`config.mk`:
```
export PLATFORM = sky130hd
export DESIGN_NAME = ifp_core
export DESIGN_NICKNAME = d
export VERILOG_FILES = /design/src/verilog/ifp_phase_gen.v /design/src/verilog/ifp_word_decode.v /design/src/verilog/ifp_core.v
export VERILOG_INCLUDE_DIRS = /design/src /design/src/verilog
export SDC_FILE = /design/constraint.sdc
export NUM_CORES = 1
export LEC_CHECK = 0
export BUFFER_PORTS_ARGS = -buffer_cell sky130_fd_sc_hd__buf_2
export CAP_MARGIN = 20
export CELL_PAD_IN_SITES_DETAIL_PLACEMENT = 0
export CELL_PAD_IN_SITES_GLOBAL_PLACEMENT = 1
export CORE_ASPECT_RATIO = 1.4
export CORE_MARGIN = 5
export CORE_UTILIZATION = 40
export DETAILED_ROUTE_END_ITERATION = 7
export GPL_ROUTABILITY_DRIVEN = 0
export GPL_TIMING_DRIVEN = 1
export PLACE_DENSITY = 0.75
export SLEW_MARGIN = 20
export SYNTH_ARGS = -nofsm -noshare
export SYNTH_HDL_FRONTEND = slang
export SYNTH_SLANG_ARGS = --single-unit
```
`constraint.sdc`:
```
create_clock -name sys_clk -period 12.2 [get_ports sys_clk]
set_input_delay 1.22 -clock sys_clk [delete_from_list [all_inputs] [get_ports sys_clk]]
set_output_delay 1.22 -clock sys_clk [all_outputs]
set_load 0.03 [all_outputs]
```
`src/verilog/ifp_defs.vh`:
```
`ifndef IFP_DEFS_VH
`define IFP_DEFS_VH
`define IFP_PC_W 21
`define IFP_PC_RESET 21'h000002
`define IFP_PC_STEP 21'h000002
`define IFP_PH_ONE 2'h0
`define IFP_PH_TWO 2'h1
`define IFP_PH_THREE 2'h2
`define IFP_PH_FOUR 2'h3
`define IFP_C_NOP 4'h0
`define IFP_C_LIT_TO_W 4'h1
`define IFP_C_RET_LIT 4'h2
`define IFP_C_W_TO_FILE 4'h3
`define IFP_C_FILE_TO_W 4'h4
`define IFP_C_ADD_W 4'h5
`define IFP_C_TEST_SKIP 4'h6
`define IFP_C_FILE_MOVE 4'h7
`define IFP_C_ABS_JUMP 4'h8
`define IFP_C_ABS_CALL 4'h9
`define IFP_C_LOAD_PTR 4'ha
`define IFP_C_REL_BRANCH 4'hb
`define IFP_C_TAIL 4'hc
`define IFP_OP_LIT_TO_W 8'h0e
`define IFP_OP_RET_LIT 8'h0c
`define IFP_OP_ABS_JUMP 8'hef
`define IFP_OP_ABS_CALL 8'hec
`define IFP_OP_LOAD_PTR 8'hee
`define IFP_OP_W_TO_FILE 7'h37
`define IFP_OP_FILE_TO_W 7'h28
`define IFP_OP_TEST_SKIP 7'h33
`define IFP_OP_ADD_W 6'h09
`define IFP_OP_REL_BRANCH 5'h1a
`define IFP_OP_FILE_MOVE 4'hc
`define IFP_OP_TAIL 4'hf
`define IFP_ADDR_PC_LOW 12'hff9
`define IFP_ADDR_PC_HIGH 12'hffa
`define IFP_ADDR_PC_UPPER 12'hffb
`define IFP_BANK_ACCESS_HI 4'hf
`define IFP_BANK_ACCESS_LO 4'h0
`endif

```
`src/verilog/ifp_phase_gen.v`:
```
`timescale 1ns/1ps
`default_nettype none
`include "ifp_defs.vh"
module ifp_phase_gen (
	input wire sys_clk,
	input wire rst_b,
	output reg [1:0] phase_r,
	output reg phase_one,
	output reg phase_two,
	output reg phase_three,
	output reg phase_four
);
	wire [1:0] phase_nxt;

	// The phase count wraps every four clocks.
	assign phase_nxt = phase_r + 2'h1;

	always @(posedge sys_clk or negedge rst_b) begin
		if (!rst_b) begin
			phase_r <= `IFP_PH_ONE;
			phase_one <= 1'b1;
			phase_two <= 1'b0;
			phase_three <= 1'b0;
			phase_four <= 1'b0;
		end else begin
			phase_r <= phase_nxt;
			phase_one <= (phase_nxt == `IFP_PH_ONE);
			phase_two <= (phase_nxt == `IFP_PH_TWO);
			phase_three <= (phase_nxt == `IFP_PH_THREE);
			phase_four <= (phase_nxt == `IFP_PH_FOUR);
		end
	end
endmodule // ifp_phase_gen
`default_nettype wire

```
`src/verilog/ifp_word_decode.v`:
```
`timescale 1ns/1ps
`default_nettype none
`include "ifp_defs.vh"
module ifp_word_decode (
	input wire [15:0] word,
	input wire word_valid,
	output wire [3:0] word_class
);
	function [3:0] ifp_classify;
		input [15:0] w;
		begin
			if (w[15:8] == `IFP_OP_ABS_JUMP)
				ifp_classify = `IFP_C_ABS_JUMP;
			else if (w[15:8] == `IFP_OP_ABS_CALL)
				ifp_classify = `IFP_C_ABS_CALL;
			else if (w[15:8] == `IFP_OP_LOAD_PTR)
				ifp_classify = `IFP_C_LOAD_PTR;
			else if (w[15:12] == `IFP_OP_FILE_MOVE)
				ifp_classify = `IFP_C_FILE_MOVE;
			else if (w[15:12] == `IFP_OP_TAIL)
				ifp_classify = `IFP_C_TAIL;
			else if (w[15:8] == `IFP_OP_LIT_TO_W)
				ifp_classify = `IFP_C_LIT_TO_W;
			else if (w[15:8] == `IFP_OP_RET_LIT)
				ifp_classify = `IFP_C_RET_LIT;
			else if (w[15:9] == `IFP_OP_W_TO_FILE)
				ifp_classify = `IFP_C_W_TO_FILE;
			else if (w[15:9] == `IFP_OP_FILE_TO_W)
				ifp_classify = `IFP_C_FILE_TO_W;
			else if (w[15:9] == `IFP_OP_TEST_SKIP)
				ifp_classify = `IFP_C_TEST_SKIP;
			else if (w[15:10] == `IFP_OP_ADD_W)
				ifp_classify = `IFP_C_ADD_W;
			else if (w[15:11] == `IFP_OP_REL_BRANCH)
				ifp_classify = `IFP_C_REL_BRANCH;
			else
				ifp_classify = `IFP_C_NOP;
		end
	endfunction

	// A flushed slot always decodes as a no-operation.
	assign word_class = word_valid ? ifp_classify(word) : `IFP_C_NOP;
endmodule // ifp_word_decode
`default_nettype wire

```
`src/verilog/ifp_core.v`:
```
`timescale 1ns/1ps
`default_nettype none
`include "ifp_defs.vh"
module ifp_core #(
	parameter PC_W = `IFP_PC_W
) (
	input wire sys_clk,
	input wire rst_b,
	output wire phase_one,
	output wire phase_two,
	output wire phase_three,
	output wire phase_four,
	output reg [PC_W-1:0] prog_addr_r,
	output reg prog_fetch_r,
	input wire [15:0] prog_data,
	output reg [11:0] dmem_addr_r,
	output reg dmem_rd_r,
	input wire [7:0] dmem_rdata,
	output reg dmem_wr_r,
	output reg [7:0] dmem_wdata_r,
	input wire [PC_W-1:0] ret_addr,
	output reg ret_pop_r,
	output reg call_push_r,
	output reg [PC_W-1:0] push_addr_r,
	output reg ptr_load_r,
	output reg [1:0] ptr_sel_r,
	output reg [11:0] ptr_value_r,
	output reg [7:0] working_register_r,
	output reg [15:0] instruction_latch_r,
	output reg [PC_W-1:0] pc_r,
	output reg [7:0] pc_high_latch_r,
	output reg [4:0] pc_upper_latch_r
);
	wire [1:0] phase;
	wire [3:0] cls;
	reg ir_valid_r;
	reg [11:0] ex_addr_r;
	reg ex_sfr_r;
	reg [3:0] tw_kind_r;
	reg [7:0] tw_op_r;
	reg [7:0] tw_data_r;
	reg ld_pc_r;
	reg [PC_W-1:0] ld_val_r;
	reg kill_r;
	reg [PC_W-1:0] pc_fetch_nxt;
	reg [7:0] sfr_rd;
	reg [7:0] opnd;
	reg [8:0] sum;
	reg [7:0] w_nxt;
	reg wr_en;
	reg [11:0] wr_addr;
	reg [7:0] wr_data;
	reg ld_pc_nxt;
	reg [PC_W-1:0] ld_val_nxt;
	reg kill_nxt;
	reg [3:0] tw_kind_nxt;
	reg [7:0] tw_op_nxt;
	reg [7:0] tw_data_nxt;
	reg [7:0] lath_nxt;
	reg [4:0] latu_nxt;
	reg push_nxt;
	reg pop_nxt;
	reg ptr_nxt;
	reg [PC_W-1:0] ret_here;
	reg [PC_W-1:0] br_off;
	reg [11:0] rd_addr_nxt;
	reg rd_need;

	ifp_phase_gen u_phase (
		.sys_clk(sys_clk),
		.rst_b(rst_b),
		.phase_r(phase),
		.phase_one(phase_one),
		.phase_two(phase_two),
		.phase_three(phase_three),
		.phase_four(phase_four)
	);

	ifp_word_decode u_decode (
		.word(instruction_latch_r),
		.word_valid(ir_valid_r),
		.word_class(cls)
	);

	function ifp_is_sfr;
		input [11:0] a;
		begin
			ifp_is_sfr = (a == `IFP_ADDR_PC_LOW) || (a == `IFP_ADDR_PC_HIGH) ||
				(a == `IFP_ADDR_PC_UPPER);
		end
	endfunction

	// Operand address for the executing word, formed during phase one.
	always @* begin
		rd_need = 1'b0;
		rd_addr_nxt = {(instruction_latch_r[8] ? `IFP_BANK_ACCESS_HI : `IFP_BANK_ACCESS_LO),
			instruction_latch_r[7:0]};
		case (cls)
			`IFP_C_FILE_TO_W, `IFP_C_ADD_W, `IFP_C_TEST_SKIP: begin
				rd_need = 1'b1;
			end
			`IFP_C_FILE_MOVE: begin
				rd_need = 1'b1;
				rd_addr_nxt = instruction_latch_r[11:0];
			end
			default: begin
				rd_need = 1'b0;
			end
		endcase
	end

	// Core-held registers seen at data addresses.
	always @* begin
		case (ex_addr_r)
			`IFP_ADDR_PC_LOW: sfr_rd = pc_r[7:0];
			`IFP_ADDR_PC_HIGH: sfr_rd = pc_high_latch_r;
			`IFP_ADDR_PC_UPPER: sfr_rd = {3'h0, pc_upper_latch_r};
			default: sfr_rd = 8'h00;
		endcase
	end

	// Execute decisions, taken at the end of phase three.
	always @* begin
		opnd = ex_sfr_r ? sfr_rd : dmem_rdata;
		sum = {1'b0, opnd} + {1'b0, working_register_r};
		w_nxt = working_register_r;
		wr_en = 1'b0;
		wr_addr = ex_addr_r;
		wr_data = working_register_r;
		ld_pc_nxt = 1'b0;
		ld_val_nxt = pc_r;
		kill_nxt = 1'b0;
		tw_kind_nxt = `IFP_C_NOP;
		tw_op_nxt = tw_op_r;
		tw_data_nxt = tw_data_r;
		lath_nxt = pc_high_latch_r;
		latu_nxt = pc_upper_latch_r;
		push_nxt = 1'b0;
		pop_nxt = 1'b0;
		ptr_nxt = 1'b0;
		ret_here = pc_r - `IFP_PC_STEP;
		br_off = {{(PC_W-12){instruction_latch_r[10]}}, instruction_latch_r[10:0], 1'b0};
		case (cls)
			`IFP_C_LIT_TO_W: begin
				w_nxt = instruction_latch_r[7:0];
			end
			`IFP_C_RET_LIT: begin
				w_nxt = instruction_latch_r[7:0];
				pop_nxt = 1'b1;
				ld_pc_nxt = 1'b1;
				ld_val_nxt = {ret_addr[PC_W-1:1], 1'b0};
				kill_nxt = 1'b1;
			end
			`IFP_C_W_TO_FILE: begin
				wr_en = 1'b1;
			end
			`IFP_C_FILE_TO_W: begin
				w_nxt = opnd;
				if (ex_addr_r == `IFP_ADDR_PC_LOW) begin
					lath_nxt = pc_r[15:8];
					latu_nxt = pc_r[20:16];
				end
			end
			`IFP_C_ADD_W: begin
				if (instruction_latch_r[9]) begin
					wr_en = 1'b1;
					wr_data = sum[7:0];
				end else begin
					w_nxt = sum[7:0];
				end
			end
			`IFP_C_TEST_SKIP: begin
				kill_nxt = (opnd == 8'h00);
			end
			`IFP_C_FILE_MOVE, `IFP_C_ABS_JUMP, `IFP_C_ABS_CALL, `IFP_C_LOAD_PTR: begin
				tw_kind_nxt = cls;
				tw_op_nxt = instruction_latch_r[7:0];
				tw_data_nxt = opnd;
			end
			`IFP_C_REL_BRANCH: begin
				ld_pc_nxt = 1'b1;
				ld_val_nxt = ret_here + br_off;
				kill_nxt = 1'b1;
			end
			`IFP_C_TAIL: begin
				case (tw_kind_r)
					`IFP_C_FILE_MOVE: begin
						wr_en = 1'b1;
						wr_addr = instruction_latch_r[11:0];
						wr_data = tw_data_r;
					end
					`IFP_C_ABS_JUMP, `IFP_C_ABS_CALL: begin
						ld_pc_nxt = 1'b1;
						ld_val_nxt = {instruction_latch_r[11:0], tw_op_r, 1'b0};
						kill_nxt = 1'b1;
						push_nxt = (tw_kind_r == `IFP_C_ABS_CALL);
					end
					`IFP_C_LOAD_PTR: begin
						ptr_nxt = 1'b1;
					end
					default: begin
						// Reached without its first word: nothing happens.
						w_nxt = working_register_r;
					end
				endcase
			end
			default: begin
				w_nxt = working_register_r;
			end
		endcase
		if (wr_en && (wr_addr == `IFP_ADDR_PC_LOW)) begin
			ld_pc_nxt = 1'b1;
			ld_val_nxt = {pc_upper_latch_r, pc_high_latch_r, wr_data[7:1], 1'b0};
			kill_nxt = 1'b1;
		end
		if (wr_en && (wr_addr == `IFP_ADDR_PC_HIGH))
			lath_nxt = wr_data;
		if (wr_en && (wr_addr == `IFP_ADDR_PC_UPPER))
			latu_nxt = wr_data[4:0];
	end

	// Next fetch address: a pending load wins over sequential flow.
	always @* begin
		pc_fetch_nxt = ld_pc_r ? ld_val_r : pc_r;
		pc_fetch_nxt[0] = 1'b0;
	end

	always @(posedge sys_clk or negedge rst_b) begin
		if (!rst_b) begin
			prog_addr_r <= {PC_W{1'b0}};
			prog_fetch_r <= 1'b1;
			pc_r <= `IFP_PC_RESET;
			instruction_latch_r <= 16'h0000;
			ir_valid_r <= 1'b0;
			ex_addr_r <= 12'h000;
			ex_sfr_r <= 1'b0;
			dmem_addr_r <= 12'h000;
			dmem_rd_r <= 1'b0;
			dmem_wr_r <= 1'b0;
			dmem_wdata_r <= 8'h00;
			working_register_r <= 8'h00;
			pc_high_latch_r <= 8'h00;
			pc_upper_latch_r <= 5'h00;
			tw_kind_r <= `IFP_C_NOP;
			tw_op_r <= 8'h00;
			tw_data_r <= 8'h00;
			ld_pc_r <= 1'b0;
			ld_val_r <= {PC_W{1'b0}};
			kill_r <= 1'b0;
			ret_pop_r <= 1'b0;
			call_push_r <= 1'b0;
			push_addr_r <= {PC_W{1'b0}};
			ptr_load_r <= 1'b0;
			ptr_sel_r <= 2'h0;
			ptr_value_r <= 12'h000;
		end else begin
			ret_pop_r <= 1'b0;
			call_push_r <= 1'b0;
			ptr_load_r <= 1'b0;
			dmem_rd_r <= 1'b0;
			dmem_wr_r <= 1'b0;
			prog_fetch_r <= 1'b0;
			case (phase)
				`IFP_PH_ONE: begin
					ex_addr_r <= rd_addr_nxt;
					ex_sfr_r <= ifp_is_sfr(rd_addr_nxt);
					dmem_addr_r <= rd_addr_nxt;
					dmem_rd_r <= rd_need && !ifp_is_sfr(rd_addr_nxt);
				end
				`IFP_PH_TWO: begin
					dmem_rd_r <= 1'b0;
				end
				`IFP_PH_THREE: begin
					working_register_r <= w_nxt;
					pc_high_latch_r <= lath_nxt;
					pc_upper_latch_r <= latu_nxt;
					tw_kind_r <= tw_kind_nxt;
					tw_op_r <= tw_op_nxt;
					tw_data_r <= tw_data_nxt;
					ld_pc_r <= ld_pc_nxt;
					ld_val_r <= ld_val_nxt;
					kill_r <= kill_nxt;
					dmem_addr_r <= wr_addr;
					dmem_wdata_r <= wr_data;
					dmem_wr_r <= wr_en && !ifp_is_sfr(wr_addr);
					ret_pop_r <= pop_nxt;
					call_push_r <= push_nxt;
					push_addr_r <= ret_here;
					ptr_load_r <= ptr_nxt;
					ptr_sel_r <= tw_op_r[5:4];
					ptr_value_r <= {tw_op_r[3:0], instruction_latch_r[7:0]};
				end
				`IFP_PH_FOUR: begin
					instruction_latch_r <= prog_data;
					ir_valid_r <= !kill_r;
					prog_addr_r <= pc_fetch_nxt;
					pc_r <= pc_fetch_nxt + `IFP_PC_STEP;
					prog_fetch_r <= 1'b1;
					ld_pc_r <= 1'b0;
					kill_r <= 1'b0;
				end
				default: begin
					prog_fetch_r <= 1'b0;
				end
			endcase
		end
	end
endmodule // ifp_core
`default_nettype wire

```
==> flow_summary.ini, run 1 <==
[status]
status = finished with violations
failed_checks = DRC

[sta]
maxSlewHeadroom_pct = 27.0
layout_min_cycle_time_ns = 4.69
clock.fmax_mhz = 213
finalSetupViolations = 0
period_share_pct = 38.4
finalHoldViolCount = 0
fin_setup_tns_ns = 0
skew_ns = 0.0148
rsz0062_at_grt = no
holdWs_ns = 0.452
slew_violations = 0
tightest_slew_ns = 1.09

[final_layout]
fillers = 2921
fin_nets = 1511
area_growth_syn_to_layout_pct = 14.6
final_layout_size_suffix_gt1_share_pct = 24.2
num_antenna_cells = 0

[drt]
drc_errors = 3
vias = 11000
wl_per_cell_microns = 23.7
ant_nets = 0
drt-initial-drc-count = 1078
via_per_inst = 6.02
drt_pass1_iterations = 8
wirelength_mm = 43.2

[critical_path]
path_class = reg -> reg
slowest_delay_ns = 0.82
startpoint_type = flip-flop
path_depth = 14
worst_setup_path_end_kind = flip-flop
critPathMaxFanout = 10
reg2reg_depth = 14
rr_startpoint = ex_addr_r[1]
rrSetupSlack_ns = 7.51
crit_family = compound AO/OA/AOI/OAI gates
crit_path_cell_trace = nor2b_1 -> nand2_1 -> o21ai_0 -> nand3_1 -> o21ai_0 -> ha_1 -> a21oi_1 -> o221ai_1 -> o41ai_1 -> xnor2_1 -> xnor2_1 -> a222oi_1 -> nand3b_1 -> o211ai_1
worstReg2RegEnd = pc_high_latch_r[7]
crit_slowest_cell = a222oi_1
crit_buf_inv = 0
cp.required_ns = 12.54
arrival_ns = 5.03

[worst_hold_path]
hp-class = reg -> reg
whs_endpoint = ir_valid_r
hold_depth = 1
hold_start = kill_r

[floorplan]
core-area_sq_um = 29900
fp-row-count = 75
boundaryPins = 191
die_area_sq_um = 33900
die_w_microns = 157
die_y_microns = 216
start_util_pct = 40.5

[grt]
antenna_found_initial = 0
grt_max_degree = 90
grt_pass1_wl_mm = 65.5
grt_pass1_vias = 10600
grtUsageTotal_pct = 25.3
grt-ovfl-total = 0

[clock_network]
numCtsBuffers = 17
worst_skew_pair.late_latency_ns = 0.47
ctsHoldBuffers = 0
cts_tree = done
clock-sinks = 198
cts_max_path_buffers = 2
post_cts_resize_count = 0
root_buffer = clkbuf_16
clkTransAtPathRegs_ns = 0.08
htreeDepth = 4
postCtsSetupBuffers = 0

[place]
port_buffers = 186
hpwl_mm = 31.7

[power_and_ir_drop]
p_int_w = 0.00139
leakagePower_nw = 6.22
p_per_area_nw_per_um2 = 171
p_comb_share_pct = 37.7
vdd_ir_drop_max_mv = 0.127
p_sw_share_pct = 41.6
p_sw_w = 0.000991
seqPwrFrac_pct = 37.1
clock_power_share_pct = 25.3

[logic_synthesis]
synth_top_cell_area_share_pct = 40.5
seq_area_frac_synth_pct = 40.9
avgSynthCellArea_sq_um = 9.29
ys_ff_latch = 198
netlist_area_sq_um = 12100
syn_inst = 1304
synth.distinct_cells = 85
synth.largest_area_cell = dfrtp_1
ys_top_cells_by_area = dfrtp_1, mux2_2, nor2_1
async_reset_ff_share_pct = 100
yosysMostFrequentCell = dfrtp_1
yosys-top-cells-count = dfrtp_1, nor2_1, nand2_1, a21oi_1, mux2_2
synth_edf_count = 0
synth_ff_type = dfrtp_1
ys_warn_count = 0

[job]
max_cap_violations = 0
-- registers in the layout (all words and copies together), names as in the netlist, 12 cells and up --
name	flops
pc_r	20
push_addr_r	20
instruction_latch_r	16
ex_addr_r	12
dmem_addr_r	12
ptr_value_r	12
ld_val_r	20
prog_addr_r	20
-- routing by layer --
metal  part of all wire (%)  vias up  GRT usage (%)  wire length [microns]
met5                      0        -              0                      0
met4                    5.7        0           13.7                   2480
met3                    6.0      122           3.69                   2580
met2                     48      480           41.2                  20800
met1                     40     5405           32.3                  17400
li1                       -     5000              -                      -
-- cell families after synthesis --
family / after synthesis / share of synthesized area (%)
XOR/XNOR: 52 / 3.87
other: 1 / 0.0309
multiplexers: 113 / 10.2
flip-flops: 198 / 40.9
AO/OA/AOI/OAI: 359 / 20.0
adder cells (fa/ha/maj): 34 / 3.63
AND/OR/NAND/NOR: 406 / 16.5
buffers and inverters: 141 / 4.94
-- power groups by stage --
stage | logic [W] | registers, W | clock network, W
after global routing | 0.000970 | 0.000896 | 0.000633
after global placement | 0.000880 | 0.000891 | 0
final | 0.000897 | 0.000882 | 0.000601
after CTS | 0.000896 | 0.000881 | 0.000609
after detailed placement | 0.000891 | 0.000893 | 0
after floorplan | 0.000490 | 0.000984 | 0
-- stage by stage --
step	util [%]	instance area, sq um	power (W)	cells	setup slack, ns
final	46.4	13900	0.00238	1827	7.51
after global routing	46.4	13900	0.00250	1827	7.35
after CTS	46.4	13900	0.00239	1827	7.67
after detailed placement	44.4	13300	0.00178	1796	7.46
after global placement	44.4	13300	0.00177	1796	7.48
after floorplan	-	12100	0.00147	1306	8.14
-- final cells by class --
type                       count  area (sq um)  area share (%)
inverter                      41           154            1.11
tap                          385           482            3.47
clock buffer                  18           439            3.16
timing repair buffer         205          1090            7.82
clock inverter                13           166            1.20
multi-input combinational    967          6600            47.5
sequential                   198          4960            35.7
-- worst max path at each step --
stage | startpoint | to
floorplan | ld_pc_r | pc_r[19]
global placement | dmem_rdata[1] | pc_high_latch_r[7]
detailed placement | dmem_rdata[1] | pc_high_latch_r[7]
CTS | ex_addr_r[1] | pc_high_latch_r[7]
global route | ex_addr_r[1] | pc_high_latch_r[7]
finish | ex_addr_r[1] | pc_high_latch_r[7]
-- cell usage in the layout (no fill, tap or decap), types with 6 or more instances in the layout --
master     instances
and2_1             6
a221o_1           11
and3_1            10
a222oi_1           9
o21ai_1           11
clkbuf_16         17
nand3_1           33
buf_4             18
a31oi_1           24
nand2b_1           8
a21oi_1           87
a22oi_1           12
nor3_1            22
xor2_1            24
ha_1              30
a32o_1             6
nand2_1          112
buf_2            185
a211oi_1          10
o2bb2ai_1          7
o21ai_0           78
nand4_1            9
nor2b_1           19
nand3b_1          10
a22o_1             6
dfrtp_1          195
or3_1              7
o21a_1             7
a21o_1            12
o22ai_1           17
a221oi_1          10
mux2_2            79
a32oi_1           13
inv_1             38
nor4_1             7
xnor2_1           27
nor2_1           131
mux2i_1           33
Note: power is estimated with default switching activity, not from simulation.
==> inputs of run 2 (changes only) <==
==> constraint.sdc (replaced) <==
create_clock -name sys_clk -period 4.45 [get_ports sys_clk]
set_input_delay 0.445 -clock sys_clk [delete_from_list [all_inputs] [get_ports sys_clk]]
set_output_delay 0.445 -clock sys_clk [all_outputs]
set_load 0.03 [all_outputs]
==> run 2 against run 1 <==
  * The run now ends clean
  * Final area rose by 2.8%
  * Final cell count increased by 2.6%
  * Sequential share of layout area decreased by 0.96 points
  * First-iteration DRC count fell by 16%
  * Sequential power grew to 2.7 times the previous value
  * Via count is 1.7% higher
  * Critical path type unchanged
  * Clock skew shrank 0.0019 ns
  * Largest cell class unchanged
==> flow_summary.ini, run 2 (synthesized netlist as in run 1, its figures left out) <==
[job]
max_cap_violations = 0

[sta]
period_share_pct = 93.3
finalHoldViolCount = 0
skew_ns = 0.0129
tightest_slew_ns = 0.983
layout_min_cycle_time_ns = 4.15
rsz0062_at_grt = no
finalSetupViolations = 0
clock.fmax_mhz = 241
fin_setup_tns_ns = 0
holdWs_ns = 0.0880
maxSlewHeadroom_pct = 34.5
slew_violations = 0

[clock_network]
cts_max_path_buffers = 2
root_buffer = clkbuf_16
worst_skew_pair.late_latency_ns = 0.46
cts_tree = done
htreeDepth = 4
post_cts_resize_count = 0
clock-sinks = 198
ctsHoldBuffers = 0
clkTransAtPathRegs_ns = 0.08
numCtsBuffers = 17
postCtsSetupBuffers = 0

[final_layout]
final_cell_mix = dfrtp_1, buf_2, nor2_1, nand2_1, a21oi_1
final_layout_size_suffix_gt1_share_pct = 26.5
fillers = 2894
area_growth_syn_to_layout_pct = 17.7
final_common_cell = dfrtp_1
fin_nets = 1558
num_antenna_cells = 0

[drt]
wl_per_cell_microns = 23.7
drc_errors = 0
drt_pass1_iterations = 7
vias = 11200
via_per_inst = 5.97
drt-initial-drc-count = 906
wirelength_mm = 44.5
ant_nets = 0

[floorplan]
fp-row-count = 75
die_y_microns = 216
die_w_microns = 157
boundaryPins = 191
core-area_sq_um = 29900
start_util_pct = 40.5
die_area_sq_um = 33900

[grt]
antenna_found_initial = 0
grtUsageTotal_pct = 25.9
grt_pass1_wl_mm = 66.5
grt-ovfl-total = 0
grt_max_degree = 120
grt_pass1_vias = 11000

[critical_path]
worst_setup_path_end_kind = flip-flop
rr_startpoint = pc_r[10]
startpoint_type = flip-flop
cp.required_ns = 4.79
worstReg2RegEnd = ld_val_r[15]
path_class = reg -> reg
reg2reg_depth = 13
rrSetupSlack_ns = 0.30
critPathMaxFanout = 4
arrival_ns = 4.49

[worst_hold_path]
hp-class = in -> async

[power_and_ir_drop]
finalPower_w = 0.00667
p_per_area_nw_per_um2 = 467
leakagePower_nw = 6.48
vdd_ir_drop_max_mv = 0.256

[place]
hpwl_mm = 33.4
port_buffers = 186

[status]
status = completed
==> run 2: cell count changes in the layout (fill, tap and decap cells not counted), sizes merged <==
cell / before / now
clkinvlp: 2 / 1
bufinv: 2 / 3
buf: 204 / 252
clkbuf: 19 / 18
==> run 2: how the worst max path moves through the flow <==
stage	from	end	slack [ns]	cells after the start
floorplan	ld_pc_r	pc_r[19]	0.39	18
global placement	pc_r[10]	ld_val_r[19]	0.25	12
detailed placement	pc_r[10]	ld_val_r[15]	0.22	13
CTS	pc_r[10]	ld_val_r[15]	0.19	13
global route	pc_r[10]	ld_val_r[15]	0.03	13
finish	pc_r[10]	ld_val_r[15]	0.30	13
==> run 2: stage by stage <==
step | util, % | instance area [sq um] | worst slack [ns] | std cells
6_report | 47.7 | 14300 | 0.296 | 1874
5_1_grt | 47.7 | 14300 | 0.0255 | 1874
4_1_cts | 47.7 | 14300 | 0.186 | 1874
3_5_place_dp | 45.6 | 13600 | 0.216 | 1843
3_3_place_gp | 45.5 | 13600 | 0.247 | 1842
2_1_floorplan | - | 12100 | 0.388 | 1306
==> run 2: cell type report <==
class | count | area (sq um) | share of cell area (%)
clock buffers | 18 | 439 | 3.08
multi-input cells | 967 | 6600 | 46.2
well taps | 385 | 482 | 3.38
repair buffers | 252 | 1450 | 10.2
clock inverters | 13 | 191 | 1.34
inverters | 41 | 154 | 1.08
flip-flops and latches | 198 | 4960 | 34.7
==> run 2: worst max-delay path, stage by stage (launching register included) <==
cell and delay [ns]:
dfrtp_1 0.38, nor4_1 0.77, nand3_1 0.23, or4_1 0.46, xnor2_1 0.23, ha_1 0.32
a21o_1 0.21, o21ai_0 0.24, buf_4 0.15, a21oi_1 0.04, xor2_1 0.16, a222oi_1 0.44
a21boi_0 0.28, o221ai_2 0.13
==> run 2: power by group <==
part / switching [W] / internal, W
Clock: 0.000770 / 0.000919
Combinational: 0.00164 / 0.000944
Sequential: 0.000313 / 0.00208
==> run 2: metal layers <==
| layer | vias up | part of all wire, % | GRT usage, % |
|---|---|---|---|
| met5 | - | 0 | 0 |
| met4 | 0 | 6.2 | 15.7 |
| met3 | 129 | 6.2 | 3.79 |
| met2 | 466 | 49 | 42.8 |
| met1 | 5498 | 39 | 31.5 |
| li1 | 5102 | - | - |
==> inputs of run 3 (changes only) <==
--- a/config.mk
+++ b/config.mk
@@ -17,6 +17,7 @@
 export GPL_ROUTABILITY_DRIVEN = 0
 export GPL_TIMING_DRIVEN = 1
 export PLACE_DENSITY = 0.75
+export REMOVE_ABC_BUFFERS = 1
 export SLEW_MARGIN = 20
 export SYNTH_ARGS = -nofsm -noshare
 export SYNTH_HDL_FRONTEND = slang
==> run 3 against run 2 <==
  * Non-clock buffer count fell by 19
  * Wire length fell by 5.0%
  * Via count fell by 2.6%
  * Worst setup slack improved by 0.11 ns
  * Highest routed layer unchanged
==> flow_summary.ini, run 3 (synthesized netlist as in run 1, its figures left out) <==
[status]
status = completed

[clock_network]
cts_tree = done
clock-sinks = 198
cts_max_path_buffers = 2
clkTransAtPathRegs_ns = 0.08
numCtsBuffers = 17
root_buffer = clkbuf_16
postCtsSetupBuffers = 0
worst_skew_pair.late_latency_ns = 0.46
htreeDepth = 4

[drt]
drt_pass1_iterations = 6
ant_nets = 0
wl_per_cell_microns = 22.8
wirelength_mm = 42.2
vias = 10900
drt-initial-drc-count = 802
via_per_inst = 5.88
drc_errors = 0

[critical_path]
worst_setup_path_end_kind = flip-flop
worstReg2RegEnd = pc_high_latch_r[7]
critPathMaxFanout = 10
rr_startpoint = ex_addr_r[1]
arrival_ns = 4.39
cp.required_ns = 4.79
crit_path_end = pc_high_latch_r[7]
reg2reg_depth = 14
rrSetupSlack_ns = 0.40
crit_buf_inv = 0
crit_family = compound AO/OA/AOI/OAI gates
crit_slowest_cell = dfrtp_1
crit_path_cell_trace = nor2b_1 -> nand2_1 -> o21ai_0 -> nand3_1 -> o21ai_0 -> ha_1 -> a21oi_1 -> o221ai_1 -> o41ai_1 -> xnor2_1 -> xnor2_1 -> a222oi_1 -> nand3b_1 -> o211ai_1
slowest_delay_ns = 0.59
path_class = reg -> reg
startpoint_type = flip-flop
path_depth = 14
critical_path.startpoint = ex_addr_r[1]

[sta]
tightest_slew_ns = 1.10
skew_ns = 0.0165
clock.fmax_mhz = 247
finalSetupViolations = 0
period_share_pct = 91.0
rsz0062_at_grt = no
fin_setup_tns_ns = 0
slew_violations = 0
finalHoldViolCount = 0
maxSlewHeadroom_pct = 26.3
layout_min_cycle_time_ns = 4.05

[final_layout]
final_common_cell = dfrtp_1
area_growth_syn_to_layout_pct = 16.5
final_cell_mix = dfrtp_1, buf_2, nor2_1, nand2_1, a21oi_1
fin_nets = 1539
final_area_sq_um = 14100
num_antenna_cells = 0
final_layout_size_suffix_gt1_share_pct = 25.7

[grt]
grt-ovfl-total = 0
grt_pass1_wl_mm = 64.9
grtUsageTotal_pct = 24.8
antenna_found_initial = 0
grt_pass1_vias = 10900
grt_max_degree = 106

[place]
placedInstanceArea_sq_um = 13500
hpwl_mm = 31.1
port_buffers = 186

[floorplan]
boundaryPins = 191
die_y_microns = 216
die_area_sq_um = 33900
core-area_sq_um = 29900
die_w_microns = 157
fp-row-count = 75
start_util_pct = 40.5

[job]
max_cap_violations = 0

[power_and_ir_drop]
leakagePower_nw = 6.38
p_per_area_nw_per_um2 = 462
vdd_ir_drop_max_mv = 0.308

[worst_hold_path]
hp-class = in -> async
run 3: cell types whose count changed in the layout (fill, tap and decap cells not counted), sizes merged:
cell / before / now
bufinv: 3 / 2
clkinv: 4 / 5
buf: 252 / 232
inv: 46 / 48
run 3: power by group:
part           switching (W)  internal (W)
clock               0.000804      0.000858
combinational        0.00157      0.000909
sequential          0.000301       0.00208
run 3: stage by stage:
step / setup WS [ns] / total power (W) / hold slack, ns / util (%) / cells
final: 0.403 / 0.00652 / 0.109 / 47.2 / 1856
after global routing: 0.0796 / 0.00688 / 0.178 / 47.2 / 1856
after CTS: 0.365 / 0.00655 / 0.139 / 47.1 / 1856
after detailed placement: 0.386 / 0.00488 / 0.474 / 45.1 / 1824
after global placement: 0.432 / 0.00484 / 0.463 / 45.1 / 1824
after floorplan: 0.242 / 0.00401 / 0.149 / - / 1206
run 3: worst min-delay path by stage:
| stage | to | slack (ns) | cells after the start |
|---|---|---|---|
| floorplan | call_push_r | 0.15 | 0 |
| global placement | tw_data_r[7] | 0.46 | 2 |
| detailed placement | tw_data_r[7] | 0.47 | 2 |
| CTS | pc_r[4] | 0.14 | 1 |
| global route | u_phase.phase_four | 0.18 | 1 |
| finish | u_phase.phase_four | 0.11 | 1 |
run 3: per-layer routing:
metal | GRT usage (%) | up-vias | part of all wire [%] | wire length [microns]
met1 | 30.8 | 5416 | 40 | 16800
met5 | 0 | - | 0 | 0
li1 | - | 5062 | - | -
met4 | 11.1 | 0 | 4.4 | 1860
met3 | 3.31 | 77 | 4.9 | 2080
met2 | 42.6 | 353 | 51 | 21500
run 3: area by class of cell:
| class | count | area [sq um] |
|---|---|---|
| timing repair buffer | 233 | 1310 |
| clock inverter | 15 | 191 |
| clock buffer | 17 | 425 |
| fill | 2930 | 15800 |
| multi-input combinational | 967 | 6600 |
| inverter | 41 | 154 |
| sequential | 198 | 4960 |
| tap | 385 | 482 |
run 3: repair_timing:
item | CTS | global route
resized for setup | 0 | 1
hold buffers | 0 | 0
setup endpoints to repair | 0 | 2
endpoints found under the hold margin | 0 | 0
